### src/sdram_dll_mode_pkg.sv
/*
  constants shared by the delay loop and mode load block: register
  offsets, field positions, reset values and load mode bank addresses.
  assumes byte addresses on a 32-bit avalon-mm register bus.
*/
package sdram_dll_mode_pkg;

  // register byte offsets
  localparam logic [7:0] OFS_DLL_CTRL    = 8'h64;
  localparam logic [7:0] OFS_DLL_STAT    = 8'h68;
  localparam logic [7:0] OFS_MODE_NEW    = 8'h70;
  localparam logic [7:0] OFS_EXT_MODE    = 8'h74;
  localparam logic [7:0] OFS_MODE_LEGACY = 8'h24;

  // control register fields
  localparam int CTRL_ENABLE_BIT = 1;
  localparam int CTRL_PHASE_BIT  = 2;
  localparam int CTRL_LOAD_BIT   = 3;
  localparam int CTRL_DLY_LSB    = 8;
  localparam int CTRL_WO_LSB     = 20;
  localparam logic [31:0] CTRL_WMASK  = 32'h03f0_ff0e;
  localparam logic [31:0] CTRL_RESET  = 32'h0000_0000;

  // status register fields
  localparam int STAT_OVF_BIT  = 0;
  localparam int STAT_UDF_BIT  = 1;
  localparam int STAT_LOCK_BIT = 2;
  localparam int STAT_CNT_LSB  = 8;

  // mode register: cas latency 3, full page burst
  localparam logic [31:0] MODE_WMASK = 32'h0000_037f;
  localparam logic [31:0] MODE_RESET = 32'h0000_0037;
  localparam logic [31:0] EXT_WMASK  = 32'h0000_03ff;
  localparam logic [31:0] EXT_RESET  = 32'h0000_0000;

  // bank addresses of the two load mode targets
  localparam logic [1:0] BA_MODE = 2'h0;
  localparam logic [1:0] BA_EXT  = 2'h1;

  // phase targets as fractions of the clock period
  localparam int PHASE72_DIV = 5;
  localparam int PHASE90_DIV = 4;

endpackage

### src/sdram_dll_mode_load.sv
/*
  write clock delay loop control and status, and load mode command
  issue for the sdram interface, behind an avalon-mm slave.
  assumes a same-clock scheduler that reports all banks idle and
  yields the command bus while bus_hold_out is high; early/late
  phase detector pins are asynchronous and are synchronised here.
*/
// Functional notes
// - writing load bit 1 with loop enabled copies delay field into counter.
// - while load bit is set the tracking counter stays frozen.
// - phase bit picks target: 0 is period/5, 1 is period/4.
// - phase select is ignored while the loop is disabled.
// - status bit 1 is high on counter underflow, zero in range.
// - status bit 0 is high on counter overflow, zero in range.
// - status bit 2, lock, always reads zero.
// - a mode register write issues one load mode command, nothing more.
// - mode register load mode command drives both bank lines low.
// - legacy and new mode addresses share one stored register.
// - extended mode write issues load mode with bank lines 0,1.
// - extended bits 9:3 are stored and sent unchanged on address.
// - mode bit 8 is sent to memory to reset its loop.
// - extended bits 2,1,0 (fet switch, drive, loop) forwarded to memory.
// - delay field drives delay while loop disabled and feeds loads.
// - signed write offset adjusts write clock delay in both modes.
module sdram_dll_mode_load #(
  parameter int PERIOD_STEPS = 152
) (
  input  wire logic        ref_clk_in,
  input  wire logic        rst_in,
  input  wire logic [7:0]  avs_address_in,
  input  wire logic        avs_read_in,
  input  wire logic        avs_write_in,
  input  wire logic [31:0] avs_writedata_in,
  input  wire logic [3:0]  avs_byteenable_in,
  output logic      [31:0] avs_readdata_out,
  output logic             avs_waitrequest_out,
  input  wire logic        delay_early_in,
  input  wire logic        delay_late_in,
  input  wire logic        banks_idle_in,
  output logic             bus_hold_out,
  output logic      [7:0]  delay_tap_out,
  output logic      [7:0]  delay_target_out,
  output logic      [5:0]  write_clock_offset_out,
  output logic             sdram_cs_n_out,
  output logic             sdram_ras_n_out,
  output logic             sdram_cas_n_out,
  output logic             sdram_we_n_out,
  output logic      [1:0]  sdram_ba_out,
  output logic      [11:0] sdram_addr_out
);

  // ****************************************
  // register bus
  // ****************************************
  logic [31:0] ctrl_r, ctrl_nxt;
  logic [31:0] mode_r, mode_nxt;
  logic [31:0] ext_r, ext_nxt;
  logic [31:0] rdata_r, rdata_nxt;
  logic        rd_done_r, rd_done_nxt;
  logic [31:0] be_mask;
  logic        wr_ctrl, wr_mode, wr_ext;
  logic [31:0] stat_word;

  assign be_mask = {{8{avs_byteenable_in[3]}}, {8{avs_byteenable_in[2]}},
                    {8{avs_byteenable_in[1]}}, {8{avs_byteenable_in[0]}}};
  assign wr_ctrl = avs_write_in
                   && avs_address_in == sdram_dll_mode_pkg::OFS_DLL_CTRL;
  assign wr_mode = avs_write_in
                   && (avs_address_in == sdram_dll_mode_pkg::OFS_MODE_NEW
                   || avs_address_in == sdram_dll_mode_pkg::OFS_MODE_LEGACY);
  assign wr_ext  = avs_write_in
                   && avs_address_in == sdram_dll_mode_pkg::OFS_EXT_MODE;
  // reads take one wait cycle, writes none
  assign avs_waitrequest_out = avs_read_in & ~rd_done_r;
  assign avs_readdata_out    = rdata_r;

  always_comb
  begin
    ctrl_nxt    = ctrl_r;
    mode_nxt    = mode_r;
    ext_nxt     = ext_r;
    rd_done_nxt = avs_read_in & ~rd_done_r;
    rdata_nxt   = rdata_r;
    if (wr_ctrl)
    begin
      ctrl_nxt = (ctrl_r & ~(be_mask & sdram_dll_mode_pkg::CTRL_WMASK))
               | (avs_writedata_in & be_mask
                  & sdram_dll_mode_pkg::CTRL_WMASK);
    end
    if (wr_mode)
    begin
      mode_nxt = (mode_r & ~(be_mask & sdram_dll_mode_pkg::MODE_WMASK))
               | (avs_writedata_in & be_mask
                  & sdram_dll_mode_pkg::MODE_WMASK);
    end
    if (wr_ext)
    begin
      ext_nxt = (ext_r & ~(be_mask & sdram_dll_mode_pkg::EXT_WMASK))
              | (avs_writedata_in & be_mask & sdram_dll_mode_pkg::EXT_WMASK);
    end
    if (avs_read_in && !rd_done_r)
    begin
      case (avs_address_in)
        sdram_dll_mode_pkg::OFS_DLL_CTRL:    rdata_nxt = ctrl_r;
        sdram_dll_mode_pkg::OFS_DLL_STAT:    rdata_nxt = stat_word;
        sdram_dll_mode_pkg::OFS_MODE_NEW:    rdata_nxt = mode_r;
        sdram_dll_mode_pkg::OFS_MODE_LEGACY: rdata_nxt = mode_r;
        sdram_dll_mode_pkg::OFS_EXT_MODE:    rdata_nxt = ext_r;
        default:                             rdata_nxt = 32'h0000_0000;
      endcase
    end
  end

  always_ff @(posedge ref_clk_in)
  begin
    if (rst_in)
    begin
      ctrl_r    <= sdram_dll_mode_pkg::CTRL_RESET;
      mode_r    <= sdram_dll_mode_pkg::MODE_RESET;
      ext_r     <= sdram_dll_mode_pkg::EXT_RESET;
      rdata_r   <= 32'h0000_0000;
      rd_done_r <= 1'b0;
    end
    else
    begin
      ctrl_r    <= ctrl_nxt;
      mode_r    <= mode_nxt;
      ext_r     <= ext_nxt;
      rdata_r   <= rdata_nxt;
      rd_done_r <= rd_done_nxt;
    end
  end

  // ****************************************
  // delay loop tracking
  // ****************************************
  logic       early_s1_r, early_s2_r, late_s1_r, late_s2_r;
  logic [7:0] cnt_r, cnt_nxt;
  logic       ovf_r, ovf_nxt;
  logic       udf_r, udf_nxt;
  logic [7:0] tap_r, tap_nxt;
  logic       loop_en, loop_load, load_now;
  logic [7:0] manual_dly;
  localparam logic [7:0] TARGET_72 =
    8'(PERIOD_STEPS / sdram_dll_mode_pkg::PHASE72_DIV);
  localparam logic [7:0] TARGET_90 =
    8'(PERIOD_STEPS / sdram_dll_mode_pkg::PHASE90_DIV);

  assign loop_en    = ctrl_r[sdram_dll_mode_pkg::CTRL_ENABLE_BIT];
  assign loop_load  = ctrl_r[sdram_dll_mode_pkg::CTRL_LOAD_BIT];
  assign manual_dly = ctrl_nxt[sdram_dll_mode_pkg::CTRL_DLY_LSB +: 8];
  assign load_now   = wr_ctrl && avs_byteenable_in[0]
                   && avs_writedata_in[sdram_dll_mode_pkg::CTRL_LOAD_BIT]
                   && ctrl_nxt[sdram_dll_mode_pkg::CTRL_ENABLE_BIT];

  always_comb
  begin
    cnt_nxt = cnt_r;
    ovf_nxt = ovf_r;
    udf_nxt = udf_r;
    if (!loop_en)
    begin
      ovf_nxt = 1'b0;
      udf_nxt = 1'b0;
    end
    if (load_now)
    begin
      cnt_nxt = manual_dly;
      ovf_nxt = 1'b0;
      udf_nxt = 1'b0;
    end
    else if (loop_en && !loop_load)
    begin
      if (late_s2_r && !early_s2_r)
      begin
        if (cnt_r == 8'hff)
          ovf_nxt = 1'b1;
        else
        begin
          cnt_nxt = cnt_r + 8'h01;
          ovf_nxt = 1'b0;
          udf_nxt = 1'b0;
        end
      end
      else if (early_s2_r && !late_s2_r)
      begin
        if (cnt_r == 8'h00)
          udf_nxt = 1'b1;
        else
        begin
          cnt_nxt = cnt_r - 8'h01;
          udf_nxt = 1'b0;
          ovf_nxt = 1'b0;
        end
      end
    end
    tap_nxt = loop_en ? cnt_nxt : manual_dly;
  end

  always_ff @(posedge ref_clk_in)
  begin
    if (rst_in)
    begin
      early_s1_r <= 1'b0;
      early_s2_r <= 1'b0;
      late_s1_r  <= 1'b0;
      late_s2_r  <= 1'b0;
      cnt_r      <= 8'h00;
      ovf_r      <= 1'b0;
      udf_r      <= 1'b0;
      tap_r      <= 8'h00;
    end
    else
    begin
      early_s1_r <= delay_early_in;
      early_s2_r <= early_s1_r;
      late_s1_r  <= delay_late_in;
      late_s2_r  <= late_s1_r;
      cnt_r      <= cnt_nxt;
      ovf_r      <= ovf_nxt;
      udf_r      <= udf_nxt;
      tap_r      <= tap_nxt;
    end
  end

  always_comb
  begin
    stat_word = 32'h0000_0000;
    stat_word[sdram_dll_mode_pkg::STAT_CNT_LSB +: 8] = cnt_r;
    stat_word[sdram_dll_mode_pkg::STAT_UDF_BIT]      = udf_r;
    stat_word[sdram_dll_mode_pkg::STAT_OVF_BIT]      = ovf_r;
    stat_word[sdram_dll_mode_pkg::STAT_LOCK_BIT]     = 1'b0;
  end
  assign delay_tap_out = tap_r;
  assign delay_target_out = !loop_en ? 8'h00
    : ctrl_r[sdram_dll_mode_pkg::CTRL_PHASE_BIT] ? TARGET_90
    : TARGET_72;
  assign write_clock_offset_out =
    ctrl_r[sdram_dll_mode_pkg::CTRL_WO_LSB +: 6];

  // ****************************************
  // load mode command issue
  // ****************************************
  typedef enum logic [2:0] {
    LM_IDLE  = 3'b001,
    LM_WAIT  = 3'b010,
    LM_ISSUE = 3'b100
  } lm_state_e;

  lm_state_e   lm_state_r, lm_state_nxt;
  logic        mode_pend_r, mode_pend_nxt;
  logic        ext_pend_r, ext_pend_nxt;
  logic        sel_ext_r, sel_ext_nxt;
  logic [3:0]  cmd_r, cmd_nxt;
  logic [1:0]  ba_r, ba_nxt;
  logic [11:0] addr_r, addr_nxt;

  always_comb
  begin
    lm_state_nxt  = lm_state_r;
    mode_pend_nxt = mode_pend_r | wr_mode;
    ext_pend_nxt  = ext_pend_r | wr_ext;
    sel_ext_nxt   = sel_ext_r;
    cmd_nxt       = 4'hf;
    ba_nxt        = 2'h0;
    addr_nxt      = 12'h000;
    case (lm_state_r)
      LM_IDLE:
      begin
        if (mode_pend_r || ext_pend_r)
        begin
          lm_state_nxt = LM_WAIT;
          sel_ext_nxt  = !mode_pend_r;
        end
      end
      LM_WAIT:
      begin
        if (banks_idle_in)
        begin
          lm_state_nxt = LM_ISSUE;
          cmd_nxt      = 4'h0;
          if (sel_ext_r)
          begin
            ba_nxt       = sdram_dll_mode_pkg::BA_EXT;
            addr_nxt     = 12'(ext_r[9:0]);
            ext_pend_nxt = wr_ext;
          end
          else
          begin
            ba_nxt        = sdram_dll_mode_pkg::BA_MODE;
            addr_nxt      = 12'(mode_r[9:0]);
            mode_pend_nxt = wr_mode;
          end
        end
      end
      LM_ISSUE: lm_state_nxt = LM_IDLE;
      default:  lm_state_nxt = LM_IDLE;
    endcase
  end

  always_ff @(posedge ref_clk_in)
  begin
    if (rst_in)
    begin
      lm_state_r  <= LM_IDLE;
      mode_pend_r <= 1'b0;
      ext_pend_r  <= 1'b0;
      sel_ext_r   <= 1'b0;
      cmd_r       <= 4'hf;
      ba_r        <= 2'h0;
      addr_r      <= 12'h000;
    end
    else
    begin
      lm_state_r  <= lm_state_nxt;
      mode_pend_r <= mode_pend_nxt;
      ext_pend_r  <= ext_pend_nxt;
      sel_ext_r   <= sel_ext_nxt;
      cmd_r       <= cmd_nxt;
      ba_r        <= ba_nxt;
      addr_r      <= addr_nxt;
    end
  end

  // other commands kept off the bus while waiting and issuing
  assign bus_hold_out = lm_state_r != LM_IDLE;
  assign {sdram_cs_n_out, sdram_ras_n_out, sdram_cas_n_out,
          sdram_we_n_out} = cmd_r;
  assign sdram_ba_out   = ba_r;
  assign sdram_addr_out = addr_r;

endmodule // sdram_dll_mode_load

### config.mk
export PLATFORM = sky130hd
export DESIGN_NAME = sdram_dll_mode_load
export DESIGN_NICKNAME = d
export VERILOG_FILES = /design/src/sdram_dll_mode_pkg.sv /design/src/sdram_dll_mode_load.sv
export SDC_FILE = /design/constraint.sdc
export NUM_CORES = 1
export LEC_CHECK = 0
export ABC_AREA = 0
export BUFFER_PORTS_ARGS = -buffer_cell sky130_fd_sc_hd__buf_2
export CAP_MARGIN = 25
export CORE_AREA = 10 10 101 103
export DETAILED_ROUTE_END_ITERATION = 12
export DIE_AREA = 0 0 111 113
export PLACE_DENSITY = 0.92
export SKIP_LAST_GASP = 1
export SLEW_MARGIN = 10
export SYNTH_ARGS = -nofsm -noshare
export SYNTH_HDL_FRONTEND = slang
export SYNTH_SLANG_ARGS = --single-unit
### constraint.sdc
create_clock -name ref_clk_in -period 5 [get_ports ref_clk_in]
set_input_delay 0.5 -clock ref_clk_in [delete_from_list [all_inputs] [get_ports ref_clk_in]]
set_output_delay 0.5 -clock ref_clk_in [all_outputs]
set_load 0.02 [all_outputs]
==> flow_summary.ini <==
[drt]
dr.pass1.iters = 7
drt-initial-drc-count = 381
dr_total_vias = 3987
wl_per_cell_um = 17.8
route.detailed.drc = 0
ant_nets = 0
routed_wl_um = 12200
detail_route.vias_per_cell = 5.84

[logic_synthesis]
synthTopCellsByArea = dfxtp_1, mux2i_1, buf_4
avgSynthCellArea_um2 = 8.99
synth_area_leader_cell = dfxtp_1
synth_top_area_share_pct = 43.8
synthCells = 504
yosysWarnings = 0
syn_area_um2 = 4530
synth_edf_count = 0
synth-async-reset-ratio_pct = 0
yosys_register_bits = 99
ys_types = 62
synth-seq-area-share_pct = 43.8
synth_ff_type = dfxtp_1

[final_layout]
mostFrequentLayoutCells = dfxtp_1, buf_2, nor2_1, mux2i_1, nand2_1
drive_gt1_share_pct = 22.5
nets = 627
final_common_cell = dfxtp_1
diodes = 0
area_delta_synth_final_pct = 12.7

[critical_path]
setup.worst_path.end_class = register
cp_slowest_cell = or4_1
max_stage_delay_ns = 0.57
critPathMaxFanout = 9
critPathKind = register to register
crit_chain = inv_1 -> ha_1 -> or3b_2 -> or4_1 -> a311oi_1 -> a311o_1 -> o32ai_1
arrival_ns = 2.79
r2r_start = cnt_r[0]
start_kind = register
cp.required_ns = 5.25
critPathLaunch = cnt_r[0]

[timing]
fin_worst_skew_ns = 0.0105
min_period_ns = 2.55
finalHoldViolations = 0
rsz0062_at_grt = false
post-route-period-util_pct = 50.9
worstMarginPinSlew_ns = 0.764
drv_slew = 0
maxSlewHeadroom_pct = 49.0
setup-violations-final = 0
tns_ns = 0
clock.fmax_mhz = 393

[clocking]
cts_tree = yes
cts_buffers = 9
clk_latency_ns = 0.37
numClockSinks = 99
h-tree-depth = 3
cts_resized = 0
clk_pin_slew_worst_paths_ns = 0.10
clockBufferDepth = 2
hold_buffers = 0
cts_setup_buffers = 0
cts-root-buf = clkbuf_8

[floorplanning]
fp.dieW_um = 111
start_util_pct = 55.7
fp.dieArea_um2 = 12500
row_count = 33
coreArea_um2 = 8130
ios = 125
fp.dieH_um = 113

[global_route]
grt_pass1_vias = 3925
grt_antenna_before_repair = 0
grt_max_degree = 39
overflow = 0
grt_pass1_wl_um = 19500
grt_usage_pct = 18.5

[worst_hold_path]
hp-class = primary input to register
worstHoldStart = delay_late_in

[pwr]
total_power_mw = 1.41
leakage_nw = 2.24
p_per_area_nw_per_um2 = 276
power_frac_seq_pct = 56.4
clock_power_share_pct = 38.4
ir_drop_v = 0.000201
switching_share_pct = 25.2
p_int_mw = 1.05
net-switching-power_uw = 354
p_comb_share_pct = 5.2

[placement]
globalplace.congestion = 0.915
dp.final_hpwl_um = 9020
io_buffers = 98

[status]
outcome = finished clean

[run]
maxCapViolCount = 0
## cell families after synthesis
kind of cell    Yosys count  share of synthesized area (%)
compound gates           93                           13.8
other cells               1                         0.0828
mux                      50                           11.2
flops                    99                           43.8
buf+inv                  69                           8.40
fa+ha+maj                 3                          0.829
simple gates            189                           21.9
## layout make-up
class                           count  area, µm²
Inverter                           10       37.5
Fill cell                         685       3030
Tap cell                          105        131
Clock buffer                        9        124
Multi-Input combinational cell    351       2220
Sequential cell                    99       1980
Clock inverter                      7       85.1
Timing Repair Buffer              102        520
## worst max-delay path, delay by kind of cell (launching register included)
kind / cells / cell delay (ns)
simple gates: 2 / 1.08
compound gates: 3 / 0.62
flops: 1 / 0.42
fa+ha+maj: 1 / 0.17
buf+inv: 1 / 0.13
## per-stage QoR
stage / std cells / utilization, % / cell area, µm² / hold slack [ns] / worst slack (ns)
3_3_place_gp: 666 / 60.1 / 4890 / 0.427 / 2.27
6_report: 683 / 62.7 / 5100 / 0.345 / 2.45
5_1_grt: 683 / 62.7 / 5100 / 0.358 / 2.41
2_1_floorplan: 519 / - / 4590 / 0.414 / 2.62
3_5_place_dp: 666 / 60.1 / 4890 / 0.420 / 2.20
4_1_cts: 682 / 62.7 / 5100 / 0.337 / 2.52
## worst paths after layout
check | endpoint | slack, ns | depth (start not counted)
max reg2reg | delay_tap_out[3] | 2.45 | 7
max | delay_tap_out[3] | 2.45 | 7
min | late_s1_r | 0.34 | 2
min reg2reg | early_s2_r | 0.44 | 1
## cell usage after synthesis (all sizes together) (2+ instances only)
cell type,count
nor4b,2
nor4bb,2
o211ai,3
mux2i,46
nand3b,2
and3,7
nor2,58
nand4,4
nor3,7
buf,36
nand2,40
inv,10
a211oi,10
or4b,2
a221oi,4
a31oi,2
or3,3
nand3,18
o211a,2
a22o,2
a222oi,3
or4,2
and2,6
a22oi,11
nor3b,3
mux2,4
nand2b,7
dfxtp,99
o21ai,23
o21a,2
or3b,3
clkbuf,23
and4,4
nor2b,11
nor4,5
a21oi,19
ha,3
## power groups by stage
stage / Sequential [mW] / Combinational, mW / Clock, mW
final: 0.794 / 0.0728 / 0.541
after global routing: 0.794 / 0.0788 / 0.576
after CTS: 0.793 / 0.0705 / 0.547
after detailed placement: 0.812 / 0.0696 / 0
after global placement: 0.812 / 0.0675 / 0
after floorplan: 0.811 / 0.0514 / 0
## per-layer routing
metal / wire, µm / GRT usage [%]
met5: 0 / 0
met4: 251 / 6.34
met3: 1100 / 5.81
met2: 5800 / 30.9
met1: 5010 / 22.0
Note: power is estimated with default switching activity, not from simulation.
